**src/logic/pptst_params.svh**
```systemverilog
`ifndef PPTST_PARAMS_SVH
`define PPTST_PARAMS_SVH

`define PPTST_MAX_N        23
`define PPTST_SEED         23'h7fffff
`define PPTST_LEN_9        5'h09
`define PPTST_LEN_11       5'h0b
`define PPTST_LEN_15       5'h0f
`define PPTST_LEN_23       5'h17
`define PPTST_TAP_9        5'h05
`define PPTST_TAP_11       5'h09
`define PPTST_TAP_15       5'h0e
`define PPTST_TAP_23       5'h12
`define PPTST_INTEG_MS     1000
`define PPTST_CLK_KHZ      20000
`define PPTST_INTEG_CYCLES (`PPTST_INTEG_MS * `PPTST_CLK_KHZ)
`define PPTST_BER_NUM      40'h1
`define PPTST_BER_DEN      40'h5
`define PPTST_VERIFY_LEN   8'h20
`define PPTST_OOP_LEN      8'h20

`endif

```
**src/logic/pptst_pkg.sv**
```systemverilog
package pptst_pkg;
  `include "pptst_params.svh"

  typedef enum logic [1:0] {
    PPTST_SEQ_9  = 2'b00,
    PPTST_SEQ_11 = 2'b01,
    PPTST_SEQ_15 = 2'b10,
    PPTST_SEQ_23 = 2'b11
  } pptst_seq_e;

  typedef enum logic [1:0] {
    PPTST_CHK_HUNT   = 2'b00,
    PPTST_CHK_VERIFY = 2'b01,
    PPTST_CHK_SYNC   = 2'b10
  } pptst_chk_e;

  typedef logic [`PPTST_MAX_N-1:0] pptst_sr_t;

  typedef struct packed {
    pptst_sr_t sr;
  } pptst_gen_s;

  typedef struct packed {
    pptst_chk_e  state;
    pptst_sr_t   ref_sr;
    pptst_sr_t   hist;
    logic [7:0]  cnt;
    logic [7:0]  oop_cnt;
    logic [31:0] win_cyc;
    logic [31:0] win_bits;
    logic [31:0] win_errs;
    logic [31:0] err_total;
    logic        sync;
    logic        err_pulse;
    logic        loss;
    logic        tx_data;
    logic        tx_valid;
  } pptst_top_s;

  function automatic logic [4:0] pptst_len(pptst_seq_e s);
    case (s)
      PPTST_SEQ_9:  return `PPTST_LEN_9;
      PPTST_SEQ_11: return `PPTST_LEN_11;
      PPTST_SEQ_15: return `PPTST_LEN_15;
      default:      return `PPTST_LEN_23;
    endcase
  endfunction

  function automatic logic [4:0] pptst_tap(pptst_seq_e s);
    case (s)
      PPTST_SEQ_9:  return `PPTST_TAP_9;
      PPTST_SEQ_11: return `PPTST_TAP_11;
      PPTST_SEQ_15: return `PPTST_TAP_15;
      default:      return `PPTST_TAP_23;
    endcase
  endfunction

  // Long sequences are sent inverted by default
  function automatic logic pptst_def_inv(pptst_seq_e s);
    return (s == PPTST_SEQ_15) || (s == PPTST_SEQ_23);
  endfunction

  function automatic logic pptst_fb(pptst_sr_t q, pptst_seq_e s);
    return q[pptst_tap(s) - 5'h01] ^ q[pptst_len(s) - 5'h01];
  endfunction

  function automatic pptst_sr_t pptst_mask(pptst_seq_e s);
    pptst_sr_t m;
    m = '0;
    for (int i = 0; i < `PPTST_MAX_N; i++) begin
      m[i] = (5'(i) < pptst_len(s));
    end
    return m;
  endfunction
endpackage

```
**src/logic/pptst_gen_if.sv**
```systemverilog
`timescale 1ns/1ns
interface pptst_gen_if;
  import pptst_pkg::*;
  pptst_seq_e seq_sel;
  logic       advance;
  logic       seq_bit;

  modport gen (input seq_sel, input advance, output seq_bit);
  modport ctl (output seq_sel, output advance, input seq_bit);
endinterface

```
**src/logic/pptst_gen.sv**
```systemverilog
`timescale 1ns/1ns
`include "pptst_params.svh"
module pptst_gen
  import pptst_pkg::*;
(
  input  wire logic sys_clk_i,
  input  wire logic resetn_i,
  pptst_gen_if.gen  gen_if
);
  pptst_gen_s st_reg;
  pptst_gen_s st_next;

  always_comb begin
    st_next = st_reg;
    if (gen_if.advance) begin
      st_next.sr = {st_reg.sr[`PPTST_MAX_N-2:0], pptst_fb(st_reg.sr, gen_if.seq_sel)};
    end
    // Lockup guard: all-zero register would stick forever
    if ((st_next.sr & pptst_mask(gen_if.seq_sel)) == '0) begin
      st_next.sr = `PPTST_SEED;
    end
  end

  always_ff @(posedge sys_clk_i) begin
    if (!resetn_i) begin
      st_reg.sr <= `PPTST_SEED;
    end else begin
      st_reg <= st_next;
    end
  end

  // Plain stage-n output, zero runs stay at n - 1
  assign gen_if.seq_bit = st_reg.sr[pptst_len(gen_if.seq_sel) - 5'h01];
endmodule

```
**src/logic/pptst_top.sv**
```systemverilog
`timescale 1ns/1ns
`include "pptst_params.svh"
// Functional notes
// - Maximal-length LFSR, period two-power-n minus one
// - Plain output: longest zero run n-1
// - Invert option complements every output bit
// - Compare each bit; count only when synchronized
// - Loss when error ratio >= 0.20 per second
// - Loss when out of phase is detected
// - On loss, restart resynchronization immediately
// - Out-of-phase: error pattern follows sequence structure
// - Framed mode: hold sequence during alignment bits
// - Sequence length selectable per bit rate
// - 15 stages: taps 14,15, inverted output
// - 23 stages: taps 18,23, inverted output
// - 9 stages: taps 5,9, start at ones
// - 11 stages: taps 9,11, plain output
module pptst_top
  import pptst_pkg::*;
#(
  parameter logic [31:0] INTEG_CYCLES = 32'(`PPTST_INTEG_CYCLES),
  parameter logic [7:0]  VERIFY_LEN   = `PPTST_VERIFY_LEN,
  parameter logic [7:0]  OOP_LEN      = `PPTST_OOP_LEN
) (
  input  wire logic        sys_clk_i,
  input  wire logic        resetn_i,
  input  wire logic [1:0]  seq_sel_i,
  input  wire logic        invert_i,
  input  wire logic        framed_i,
  input  wire logic        fas_slot_i,
  input  wire logic        bit_en_i,
  output logic             tx_data_o,
  output logic             tx_valid_o,
  input  wire logic        rx_data_i,
  input  wire logic        rx_valid_i,
  output logic             sync_o,
  output logic             err_pulse_o,
  output logic             loss_o,
  output logic [31:0]      err_count_o
);
  // ----------------------------------------
  // Generator
  // ----------------------------------------
  pptst_gen_if gen_if ();
  pptst_seq_e  seq_sel;
  logic        inv;
  logic        tx_step;

  assign seq_sel = pptst_seq_e'(seq_sel_i);
  // Pin can only add inversion; long sequences always leave inverted
  assign inv     = invert_i | pptst_def_inv(seq_sel);
  assign tx_step = bit_en_i & ~(framed_i & fas_slot_i);

  assign gen_if.seq_sel = seq_sel;
  assign gen_if.advance = tx_step;

  // Generator holds in framed-mode alignment slots and idle bit slots
  pptst_gen u_gen (
    .sys_clk_i (sys_clk_i),
    .resetn_i  (resetn_i),
    .gen_if    (gen_if)
  );

  // ----------------------------------------
  // Checker and output state
  // ----------------------------------------
  pptst_top_s st_reg;
  pptst_top_s st_next;

  always_comb begin
    logic        d;
    logic        exp_bit;
    logic        e;
    logic        conform;
    logic        oop;
    logic        ber_loss;
    logic        win_end;
    logic        dead_ref;
    logic [39:0] lhs;
    logic [39:0] rhs;
    d        = 1'b0;
    exp_bit  = 1'b0;
    e        = 1'b0;
    conform  = 1'b0;
    oop      = 1'b0;
    ber_loss = 1'b0;
    win_end  = 1'b0;
    lhs      = '0;
    rhs      = '0;
    dead_ref = 1'b0;

    st_next  = st_reg;
    // Event outputs last one cycle
    st_next.err_pulse = 1'b0;
    st_next.loss      = 1'b0;

    // ----------------------------------------
    // Transmit latch
    // ----------------------------------------
    // Bit latched in the cycle the generator steps
    st_next.tx_valid = tx_step;
    if (tx_step) begin
      st_next.tx_data = gen_if.seq_bit ^ inv;
    end

    // ----------------------------------------
    // Receive checker
    // ----------------------------------------
    d       = rx_data_i ^ inv;
    exp_bit = pptst_fb(st_reg.ref_sr, seq_sel);
    // Stuck line seeds an all-zero reference that predicts itself
    dead_ref = ((st_reg.ref_sr & pptst_mask(seq_sel)) == '0);

    case (st_reg.state)
      // Fill the reference with raw received bits
      PPTST_CHK_HUNT: begin
        st_next.sync = 1'b0;
        if (rx_valid_i) begin
          st_next.ref_sr = {st_reg.ref_sr[`PPTST_MAX_N-2:0], d};
          st_next.cnt    = st_reg.cnt + 8'h01;
          if (st_reg.cnt + 8'h01 >= {3'h0, pptst_len(seq_sel)}) begin
            st_next.state = PPTST_CHK_VERIFY;
            st_next.cnt   = '0;
          end
        end
      end

      // Predicted bits must all match before lock
      PPTST_CHK_VERIFY: begin
        if (rx_valid_i) begin
          st_next.ref_sr = {st_reg.ref_sr[`PPTST_MAX_N-2:0], d};
          if ((d != exp_bit) || dead_ref) begin
            // Any miss or a dead seed means the seed is unusable
            st_next.state = PPTST_CHK_HUNT;
            st_next.cnt   = '0;
          end else if (st_reg.cnt + 8'h01 >= VERIFY_LEN) begin
            // Fresh window and error history on every new lock
            st_next.state     = PPTST_CHK_SYNC;
            st_next.sync      = 1'b1;
            st_next.cnt       = '0;
            st_next.hist      = '0;
            st_next.oop_cnt   = '0;
            st_next.win_cyc   = '0;
            st_next.win_bits  = '0;
            st_next.win_errs  = '0;
          end else begin
            st_next.cnt = st_reg.cnt + 8'h01;
          end
        end
      end

      // Flywheel, count errors, watch both loss causes
      PPTST_CHK_SYNC: begin
        st_next.win_cyc = st_reg.win_cyc + 32'h1;
        if (rx_valid_i) begin
          // Flywheel on the prediction so errors do not corrupt the reference
          st_next.ref_sr   = {st_reg.ref_sr[`PPTST_MAX_N-2:0], exp_bit};
          e                = d ^ exp_bit;
          st_next.hist     = {st_reg.hist[`PPTST_MAX_N-2:0], e};
          st_next.win_bits = st_reg.win_bits + 32'h1;
          if (e) begin
            st_next.win_errs  = st_reg.win_errs + 32'h1;
            st_next.err_total = st_reg.err_total + 32'h1;
            st_next.err_pulse = 1'b1;
          end
          // Shifted copy of the sequence leaves errors obeying the recursion
          conform = (e == pptst_fb(st_reg.hist, seq_sel)) &&
                    ((st_reg.hist & pptst_mask(seq_sel)) != '0);
          st_next.oop_cnt = conform ? st_reg.oop_cnt + 8'h01 : 8'h00;
          oop             = conform && (st_reg.oop_cnt + 8'h01 >= OOP_LEN);
        end

        // Ratio test without a divider: errors * den >= bits * num
        win_end = (st_reg.win_cyc >= INTEG_CYCLES - 32'h1);
        if (win_end) begin
          lhs      = 40'(st_next.win_errs) * `PPTST_BER_DEN;
          rhs      = 40'(st_next.win_bits) * `PPTST_BER_NUM;
          ber_loss = (st_next.win_bits != '0) && (lhs >= rhs);
          st_next.win_cyc  = '0;
          st_next.win_bits = '0;
          st_next.win_errs = '0;
        end

        // Either cause drops lock and restarts hunting at once
        if (oop || ber_loss) begin
          st_next.loss  = 1'b1;
          st_next.sync  = 1'b0;
          st_next.state = PPTST_CHK_HUNT;
          st_next.cnt   = '0;
        end
      end

      // Unused code falls back to hunting
      default: begin
        st_next.state = PPTST_CHK_HUNT;
        st_next.sync  = 1'b0;
        st_next.cnt   = '0;
      end
    endcase
  end

  // ----------------------------------------
  // State register
  // ----------------------------------------
  always_ff @(posedge sys_clk_i) begin
    if (!resetn_i) begin
      st_reg <= '{state: PPTST_CHK_HUNT, default: '0};
    end else begin
      st_reg <= st_next;
    end
  end

  // ----------------------------------------
  // Outputs
  // ----------------------------------------
  assign tx_data_o   = st_reg.tx_data;
  assign tx_valid_o  = st_reg.tx_valid;
  assign sync_o      = st_reg.sync;
  assign err_pulse_o = st_reg.err_pulse;
  assign loss_o      = st_reg.loss;
  assign err_count_o = st_reg.err_total;
endmodule

```
**config.mk**
```make
export PLATFORM = sky130hd
export DESIGN_NAME = pptst_top
export DESIGN_NICKNAME = d
export VERILOG_FILES = /design/src/logic/pptst_pkg.sv /design/src/logic/pptst_gen_if.sv /design/src/logic/pptst_gen.sv /design/src/logic/pptst_top.sv
export VERILOG_INCLUDE_DIRS = /design/src /design/src/logic
export SDC_FILE = /design/constraint.sdc
export NUM_CORES = 1
export LEC_CHECK = 0
export BUFFER_PORTS_ARGS = -buffer_cell sky130_fd_sc_hd__buf_2
export CAP_MARGIN = 20
export CORE_UTILIZATION = 50
export DETAILED_ROUTE_END_ITERATION = 7
export HOLD_SLACK_MARGIN = 0.06
export PLACE_DENSITY = 0.64
export SETUP_SLACK_MARGIN = 0.15
export SYNTH_ARGS = -nofsm -noshare
export SYNTH_HDL_FRONTEND = slang
export SYNTH_SLANG_ARGS = --single-unit
```
**constraint.sdc**
```tcl
create_clock -name sys_clk_i -period 23.8 [get_ports sys_clk_i]
set_input_delay 3.57 -clock sys_clk_i [delete_from_list [all_inputs] [get_ports sys_clk_i]]
set_output_delay 3.57 -clock sys_clk_i [all_outputs]
set_load 0.005 [all_outputs]
```
Word-level counts from Yosys, hierarchy flattened
Cells that the tools add are included. Widths: inputs -> output; s select.

Flip-flop bits (word level): 220. Output and inout bits: 37. Input bits: 10.

$lt $le $gt $ge: 57. Mux-type cells: 62. $add $sub $neg: 12. Multipliers: 1. Reductions and logical operators: 24. Bitwise logic cells: 14. Equal/unequal tests: 16.

Operators with widths (number): $mux 96 (3); $mux 104 (2); $pmux 104 s2 (1); $mux 160 (1); $add 32x1->32 const B (4); $lt 4x5->1 const A (16); $lt 5x5->1 const A (14); $and 23x23->23 (3); $mux 23 (3); $pmux 23 s3 (1); $mux 64 (1); $mux 8 (7); $logic_not 23->1 (2); $mux 46 (1); $pmux 23 s2 (1); $lt 3x5->1 const A (8); $lt 5x6->1 const B (6); $bmux 1 s5 (7); $ge 35x32->1 (1); $mul 32x3->35 const B (1); $mux 5 (7); $ge 32x25->1 const B (1); $reduce_bool 32->1 (1); $pmux 5 s3 (2); 33 further kinds (92).

Depth between registers and ports, before layout
Gate-level depths: netlist of run 1.

Word-level depth: 18. Depth in mapped cells: 37. Mapped depth without buffers: 34.

Modules after synthesis
From an unflattened synthesis of run 1, not the netlist that was laid out.

Cell total of the unflattened synthesis: 1822. Area, all modules: 14904.3 sq um.

Modules (own cells, without submodules): pptst_top (cells an instance 1661, area each 13421.6 sq um, instances 1, sequential area each 3943.8 sq um); pptst_gen (cells an instance 161, area each 1482.7 sq um, instances 1, sequential area each 460.4 sq um).

Worst setup path after synthesis of run 1
No wires, ideal clock.

Kind: in2reg. From: input port seq_sel_i[0]. To: register st_reg[141] (netlist bit). Arrival: 10.477 ns. Stages on the path: 33. Path slack: 13.207 ns. Required time: 23.684 ns. Library setup time: 0.116 ns. Cells stage by stage: inv_1 ha_1 buf_2 mux2i_1 nor3_1 or4_1 and2_1 xor2_4 nand4_1 nor2_1 and3_1 xor2_1 ha_1 ha_1 and4_1 nand3_1 a2111oi_0 o31a_1 o21a_1 o21ai_0 nand2b_1 a41oi_1 a21oi_1 xor2_1 ha_1 and3_1 nand3_1 or4_1 o21ai_0 nor4_1 o21ai_1 o21ai_1 a31o_2.

Cells in the longest elaborated chain, start to end: 18. Elaborated cells on any way between the ends: 103. Classes of those cells: add/sub (4); mul (1); order compare (48); eq/ne (6); mux (27); bitwise (7); reduce/logical (10).

Ends and longest elaborated chain: start, declared (RTL line pptst_top.sv:27) `input wire logic [1:0] seq_sel_i,`; $eq 2x2->1 (tied with other cells) (RTL line pptst_pkg.sv:41, pptst_pkg.sv:50, pptst_pkg.sv:60); $pmux 5 s3 (on tied branches) (RTL line pptst_pkg.sv:50, pptst_pkg.sv:41); $sub 5x1->5 (RTL line pptst_pkg.sv:64) `return q[pptst_tap(s) - 5'h01] ^ q[pptst_len(s) - 5'h01];`; $bmux 1 s5 (RTL line pptst_pkg.sv:64); $mux 1 (not written as such) (RTL line pptst_pkg.sv:64); $xor 1x1->1 (RTL line pptst_pkg.sv:64); $xor 1x1->1 (RTL line pptst_top.sv:158) `e = d ^ exp_bit;`; $mux 64 (RTL line pptst_top.sv:161) `if (e) begin`; [2 not listed]; $mul 32x3->35 (no line); $ge 35x32->1 (RTL line pptst_top.sv:178) `ber_loss = (st_next.win_bits != '0) && (lhs >= rhs);`; $logic_and 1x1->1 (RTL line pptst_top.sv:178); $mux 1 (RTL line pptst_top.sv:175) `if (win_end) begin`; $mux 1 (RTL line pptst_top.sv:114) `case (st_reg.state)`; $logic_or 1x1->1 (RTL line pptst_top.sv:185) `if (oop || ber_loss) begin`; $ne 2x2->1 (no line); $reduce_and 3->1 (no line); end signal, assigned (RTL line pptst_top.sv:209) `st_reg <= st_next;`; end, declared (RTL line pptst_top.sv:67) `pptst_top_s st_reg;`.

Parallel ways exist; a longest one is shown, timed or not. The select of a mux whose other input is x is not followed. A chain may end at the register's enable or synchronous reset.

Worst setup path after layout of run 1
From: input port seq_sel_i[0]. To: register st_reg[142] (netlist bit).

The elaborated chain is that of the path after synthesis.

==> results of run 1 <==
stage by stage:
stage	power [W]	std cells
final	0.000897	2145
after floorplan	0.000421	1809
after detailed placement	0.000434	2098
after global placement	0.000433	2098
after global routing	0.000926	2145
after CTS	0.000907	2144
worst max-delay path: cells and delay by family:
family,cells,cell delay (ns)
AO/OA/AOI/OAI,12,3.12
XOR/XNOR,3,0.79
adder cells (fa/ha/maj),4,1.54
buffers and inverters,1,0.12
multiplexers,1,0.22
AND/OR/NAND/NOR,13,3.46
layout by cell type, fill, tap and decap left out, types with 7 or more instances in the layout:
cell type / instances
a21oi_1: 138
nand3_1: 80
or4_1: 11
buf_4: 7
o21a_1: 17
clkbuf_16: 26
mux2_2: 8
mux2i_1: 20
o21ai_0: 82
buf_2: 46
xor2_1: 59
nor2_1: 180
nand3b_1: 21
nor2b_1: 12
and2_1: 16
nand4_1: 41
inv_1: 29
a31oi_1: 16
nand2_1: 171
o22ai_1: 8
xnor2_1: 77
nand2b_1: 19
or3_1: 8
and3_1: 56
a22o_1: 32
and4_1: 13
a22oi_1: 17
o211ai_1: 15
ha_1: 106
nor3_1: 44
bufinv_16: 8
dfxtp_1: 220
a21o_1: 21
o31ai_1: 10
a211oi_1: 19
nor4_1: 21
layout make-up:
cell class / count / share of cell area [%]
flip-flops and latches: 220 / 28.3
repair buffers: 54 / 2.00
well taps: 378 / 3.04
inverters: 31 / 0.764
clock buffers: 29 / 4.45
clock inverters: 17 / 2.14
multi-input cells: 1416 / 59.3
routing by layer:
layer,up-vias,GRT usage [%]
li1,6383,-
met1,6029,34.7
met2,244,34.4
met3,33,2.65
met4,0,5.51
met5,-,0
final timing paths:
check / startpoint / endpoint / slack, ns / cells past startpoint
worst max-delay path: seq_sel_i[0] / st_reg[142]$_SDFFE_PN0P_ / 11.42 / 34
worst min-delay path: st_reg[191]$_SDFFE_PN0P_ / st_reg[192]$_SDFFE_PN0P_ / 0.47 / 2
worst max register to register: st_reg[192]$_SDFFE_PN0P_ / st_reg[142]$_SDFFE_PN0P_ / 15.09 / 32
worst min register to register: st_reg[191]$_SDFFE_PN0P_ / st_reg[192]$_SDFFE_PN0P_ / 0.47 / 2
power breakdown:
group          internal [W]  switching [W]
Clock              0.000299       0.000171
Combinational     0.0000168      0.0000326
Sequential         0.000372     0.00000500
cell families (layout without fill, tap and decap cells):
group | Yosys count | after routing
adders and majority gates | 108 | 108
AOI/OAI and AO/OA | 431 | 431
and+or+nand+nor | 711 | 711
buffers and inverters | 173 | 131
DFF | 220 | 220
xor gates and xnor gates | 137 | 137
muxes | 29 | 29
==> reports/metrics.cfg, run 1 <==
[routing]
via_per_inst = 5.92
post-route-drc-count = 0
antenna_left = 0
routed_wl_um = 34300
via_count = 12700
drt_iter0_drc = 1134
wl_met3_um = 1490
wl_met2_um = 14600
top_layer_used = met4
wl_per_cell_um = 16.0
dr.pass1.iters = 6
wirelength_met1_um = 17500

[global_route]
grt_pass1_vias = 11300
grt_max_degree = 82
antenna_found_initial = 0
track_usage_pct = 23.0
grt_overflow = 0
grt_pass1_wl_um = 56600

[synth]
synth_top_cell_area_share_pct = 30.6
syn-num-nets = 1926
avgSynthCellArea_um2 = 7.96
synthSimpleGateAreaFrac_pct = 24.6
synth_top_cell_by_area = dfxtp_1
syn_area_um2 = 14400
synth_cell_type_count = 77
yosys_warnings = 0
synth_area_leaders = dfxtp_1 31%, ha_1 9.2%, a21oi_1 4.8%, nor2_1 4.7%, xnor2_1 4.7%
synth_edf_count = 0
synth_flop_cell = dfxtp_1
muxShareOfSynthArea_pct = 2.17
synth_common_cells = 220 x dfxtp_1, 180 x nor2_1, 171 x nand2_1
ys_ff_latch = 220
yosysMostFrequentCell = dfxtp_1
synth_top_family_by_area = simple AND/OR/NAND/NOR gates
ys_seq_area_share_pct = 30.6
async_flop_share_pct = 0
syn_inst = 1809
yosys.area_share.adder_pct = 9.42
synth_compound_gate_area_share_pct = 19.2
synth-xor-area-share_pct = 8.47

[final_layout]
areaGrowthSynthToFinish_pct = 8.06
finish.utilization_pct = 55.5
multi_input_area_um2 = 9220
final-seq-area_um2 = 4400
post-route-cell-area_um2 = 15600
largest_reg_flops = 160
drive_gt1_share_pct = 7.41
fin_nets = 1866
n_antenna_cell = 0
fillers = 2613

[placement]
gp_congestion = 0.860
placed_cell_area_um2 = 14500
pre_cts_ws_ns = 10.87
dp_hpwl_um = 23700
io_buffers = 46

[timing]
fin_tns_setup_ns = 0
tightest_slew_ns = 1.02
rsz0062_at_grt = false
fin_crit_sh_pct = 52.0
setup_viol = 0
worst_slack_ns = 11.42
fmax_mhz = 80.8
finalHoldViolations = 0
drv_slew = 0
hold-worst-slack_ns = 0.469
maxSlewHeadroom_pct = 30.3
finalCriticalPeriod_ns = 12.38
finalClockSkew_ns = 0.0176

[setup_path]
critPathMaxFanout = 19
worst_setup_path_start_kind = primary input
arrival_ns = 12.84
slowest_delay_ns = 0.82
critPathRequiredTime_ns = 24.26
critPathKind = in -> reg
slowest_stage = a2111oi_0
cp_common_cell = ha_1
worst_setup_path_end_kind = flip-flop

[cts]
cts_resized = 0
cts.clk_slew.worst_paths_ns = 0.06
cts_max_path_buffers = 3
clock-sinks = 220
post-cts-setup-buffers = 0
clock-root-buffer = clkbuf_16
hold_buffers = 0
cts_buffers = 26
h-tree-depth = 1
cts_tree = done
clkLatencyLatePin_ns = 0.55

[floorplan]
die_w_um = 172
initial_core_util_pct = 51.4
ioPinCount = 47
die_y_um = 172
die_area_um2 = 29500
design.core.area_um2 = 28000
rows = 61

[run]
drv_cap = 0

[power_and_ir_drop]
leakage_nw = 6.31
p_per_area_nw_per_um2 = 57.7
ir_drop_mv = 0.0547

[outcome]
outcome = finished clean

[hold_path]
hold_path.class = reg -> reg

Power figures use the tool's default switching activity.
==> run 2, diff against run 1 <==
--- a/config.mk
+++ b/config.mk
@@ -6,12 +6,13 @@
 export SDC_FILE = /design/constraint.sdc
 export NUM_CORES = 1
 export LEC_CHECK = 0
+export ABC_AREA = 1
 export BUFFER_PORTS_ARGS = -buffer_cell sky130_fd_sc_hd__buf_2
 export CAP_MARGIN = 20
 export CORE_UTILIZATION = 50
 export DETAILED_ROUTE_END_ITERATION = 7
 export HOLD_SLACK_MARGIN = 0.06
-export PLACE_DENSITY = 0.64
+export PLACE_DENSITY = 0.67
 export SETUP_SLACK_MARGIN = 0.15
 export SYNTH_ARGS = -nofsm -noshare
 export SYNTH_HDL_FRONTEND = slang
==> constraint.sdc (replaced) <==
create_clock -name sys_clk_i -period 10.4 [get_ports sys_clk_i]
set_input_delay 1.56 -clock sys_clk_i [delete_from_list [all_inputs] [get_ports sys_clk_i]]
set_output_delay 1.56 -clock sys_clk_i [all_outputs]
set_load 0.005 [all_outputs]
==> reports/metrics.cfg, run 2 <==
[outcome]
outcome = finished clean  ; unchanged

[setup_path]
arrival_ns = 8.96  ; was 12.84 ns
r2r_slack_ns = 3.87  ; was 15.09 ns
critPathRequiredTime_ns = 10.87  ; was 24.26 ns
cp_num_buf_inv = 7  ; was 1
r2r_end = st_reg[142]$_SDFFE_PN0P_  ; unchanged
slowest_stage = ha_1  ; was a2111oi_0
critPathTopFamily = simple AND/OR/NAND/NOR gates  ; unchanged
cp_common_cell = nand2_1  ; was ha_1
crit_start = seq_sel_i[0]  ; unchanged
worst_setup_path_start_kind = primary input  ; unchanged
worst_setup_path_end_kind = flip-flop  ; unchanged
worstReg2RegStart = st_reg[192]$_SDFFE_PN0P_  ; unchanged
slowest_delay_ns = 0.68  ; was 0.82 ns
critPathKind = in -> reg  ; unchanged
critPathMaxFanout = 23  ; was 19
reg2reg_depth = 43  ; was 32

[hold_path]
hold_path.class = reg -> reg  ; unchanged
min_to = st_reg[132]$_SDFFE_PN0P_  ; was st_reg[192]$_SDFFE_PN0P_
hold_start = st_reg[132]$_SDFFE_PN0P_  ; was st_reg[191]$_SDFFE_PN0P_
worstHoldPathCells = 2  ; unchanged

[timing]
drv_slew = 0  ; unchanged
tightest_slew_ns = 1.05  ; was 1.02 ns
maxSlewHeadroom_pct = 29.9  ; was 30.3%
finalHoldViolations = 0  ; unchanged
hold-worst-slack_ns = 0.439  ; was 0.469 ns
setup_viol = 0  ; unchanged
worst_slack_ns = 1.91  ; was 11.42 ns
fin_tns_setup_ns = 0  ; unchanged
finalClockSkew_ns = 0.0212  ; was 0.0176 ns
rsz0062_at_grt = false  ; unchanged
fin_crit_sh_pct = 81.6
fmax_mhz = 118
finalCriticalPeriod_ns = 8.49

[cts]
clock-root-buffer = clkbuf_16  ; unchanged
clock-sinks = 220  ; unchanged
cts_buffers = 26  ; unchanged
hold_buffers = 0  ; unchanged
cts.clk_slew.worst_paths_ns = 0.06  ; about the same
cts_max_path_buffers = 3  ; unchanged
h-tree-depth = 1  ; unchanged
cts_tree = done  ; unchanged
clkLatencyLatePin_ns = 0.54  ; was 0.55 ns
cts_resized = 0  ; unchanged
post-cts-setup-buffers = 0  ; unchanged

[synth]
ys_ff_latch = 220  ; unchanged
synth_area_leaders = dfxtp_1 29%, nand2_1 13%, ha_1 8.7%, a21oi_1 6.7%, inv_1 6.0%  ; was dfxtp_1 31%, ha_1 9.2%, a21oi_1 4.8%, nor2_1 4.7%, xnor2_1 4.7%
yosysMostFrequentCell = nand2_1  ; was dfxtp_1
syn_inst = 2236  ; was 1,809
yosys_warnings = 0  ; unchanged
synth_top_cell_area_share_pct = 28.9  ; was 30.6%
synth_flop_cell = dfxtp_1  ; unchanged
async_flop_share_pct = 0  ; unchanged
synth_cell_type_count = 70  ; was 77
ys_seq_area_share_pct = 28.9  ; was 30.6%
syn_area_um2 = 15200  ; was 14,400 um^2
syn-num-nets = 2353  ; was 1,926
synth_top_cell_by_area = dfxtp_1  ; unchanged
synth_edf_count = 0  ; unchanged
avgSynthCellArea_um2 = 6.82  ; was 7.96 um^2
synth_common_cells = 508 x nand2_1, 244 x inv_1, 220 x dfxtp_1  ; was 220 x dfxtp_1, 180 x nor2_1, 171 x nand2_1

[power_and_ir_drop]
ir_drop_mv = 0.153  ; was 0.0547 mV
p_per_area_nw_per_um2 = 119  ; was 57.7 nW/um^2
leakage_nw = 6.77  ; was 6.31 nW

[placement]
placed_cell_area_um2 = 15500  ; was 14,500 um^2
dp_hpwl_um = 28500  ; was 23,700 um
pre_cts_ws_ns = 1.45  ; was 10.87 ns
io_buffers = 46  ; unchanged
place_inst = 2574  ; was 2,098
gp_congestion = 0.912  ; was 0.860

[final_layout]
drive_gt1_share_pct = 7.26  ; was 7.41%
fin_cells = 2622  ; was 2,145
n_antenna_cell = 0  ; unchanged
layout_common_cells = 507 x nand2_1, 244 x inv_1, 220 x dfxtp_1, 212 x nor2_1, 204 x a21oi_1  ; was 220 x dfxtp_1, 180 x nor2_1, 171 x nand2_1, 138 x a21oi_1, 106 x ha_1
fillers = 2905  ; was 2,613
post-route-cell-area_um2 = 16300  ; was 15,600 um^2
fin_nets = 2329  ; was 1,866
final_common_cell = nand2_1  ; was dfxtp_1
largest_reg_flops = 160  ; unchanged
areaGrowthSynthToFinish_pct = 7.16  ; was 8.06%

[floorplan]
initial_core_util_pct = 51.2  ; was 51.4%
ioPinCount = 47  ; unchanged
design.core.area_um2 = 29800  ; was 28,000 um^2
die_area_um2 = 31200  ; was 29,500 um^2
rows = 63  ; was 61
die_w_um = 177  ; was 172 um
die_y_um = 177  ; was 172 um

[global_route]
track_usage_pct = 24.8  ; was 23.0%
grt_max_degree = 93  ; was 82
grt_pass1_vias = 13100  ; was 11,300
antenna_found_initial = 0  ; unchanged
grt_pass1_wl_um = 64700  ; was 56,600 um
grt_overflow = 0  ; unchanged

[run]
drv_cap = 0  ; unchanged

[routing]
via_per_inst = 5.49  ; was 5.92
antenna_left = 0  ; unchanged
via_count = 14400  ; was 12,700
wl_per_cell_um = 14.9  ; was 16.0 um
dr.pass1.iters = 6  ; unchanged
routed_wl_um = 39000  ; was 34,300 um
drt_iter0_drc = 1389  ; was 1,134
post-route-drc-count = 0  ; unchanged

run 2: cell types whose count changed in the layout (fill, tap and decap cells not counted), moves of 33 or more:
cell | previous run | this run
xnor2_1 | 77 | 24
inv_1 | 29 | 244
and3_1 | 56 | 6
a21oi_1 | 138 | 204
nand2_1 | 171 | 507
xor2_1 | 59 | 92
run 2: where the power goes:
group / total, W / leakage (nW) / switching (W) / internal [W]
Clock: 0.000929 / 0.430 / 0.000380 / 0.000549
Combinational: 0.000155 / 4.56 / 0.000110 / 0.0000454
Sequential: 0.000861 / 1.78 / 0.00000808 / 0.000853
Total: 0.00194 / 6.77 / 0.000498 / 0.00145
run 2: cell families after synthesis:
family	after synthesis	synth area share, %
xor gates and xnor gates	117	6.77
adders and majority gates	107	8.83
and+or+nand+nor	1013	29.6
muxes	3	0.197
buffers and inverters	358	9.90
DFF	220	28.9
AOI/OAI and AO/OA	418	15.8
run 2: how the worst max path moves through the flow:
stage | slack, ns | endpoint | cells after the start
2_1_floorplan | 3.26 | st_reg[142]$_SDFFE_PN0P_ | 44
3_3_place_gp | 1.80 | st_reg[142]$_SDFFE_PN0P_ | 50
5_1_grt | 1.00 | st_reg[195]$_SDFFE_PN0P_ | 47
3_5_place_dp | 1.45 | st_reg[142]$_SDFFE_PN0P_ | 50
4_1_cts | 1.98 | st_reg[142]$_SDFFE_PN0P_ | 50
6_report | 1.91 | st_reg[142]$_SDFFE_PN0P_ | 50
run 2: metal layers:
layer | track usage [%] | up-vias | share of wire (%)
met1 | 36.4 | 6658 | 50
li1 | - | 7364 | -
met3 | 2.78 | 48 | 5.0
met2 | 38.8 | 337 | 44
met4 | 5.17 | 0 | 1.6
met5 | 0 | - | 0
run 2: final cells by class:
| class | count | area, um^2 | share of cell area (%) |
|---|---|---|---|
| timing repair buffer | 52 | 275 | 1.69 |
| multi-input combinational | 1658 | 9340 | 57.2 |
| clock inverter | 18 | 188 | 1.15 |
| inverter | 254 | 956 | 5.85 |
| clock buffer | 30 | 686 | 4.20 |
| sequential | 220 | 4400 | 27.0 |
| tap | 390 | 488 | 2.99 |
run 2: worst reg2reg max path: cells and delay by family, from the launching register on:
kind	cells	cell delay [ns]
compound gates	10	1.95
xor+xnor	2	0.25
fa+ha+maj	3	0.91
buf+inv	5	0.52
flops	1	0.34
simple gates	23	2.49
run 2: per-stage QoR:
stage | util [%] | power (W)
detailed placement | 51.9 | 0.00103
floorplan | - | 0.000993
CTS | 54.8 | 0.00196
global placement | 51.9 | 0.00103
finish | 54.8 | 0.00194
global route | 54.8 | 0.00201
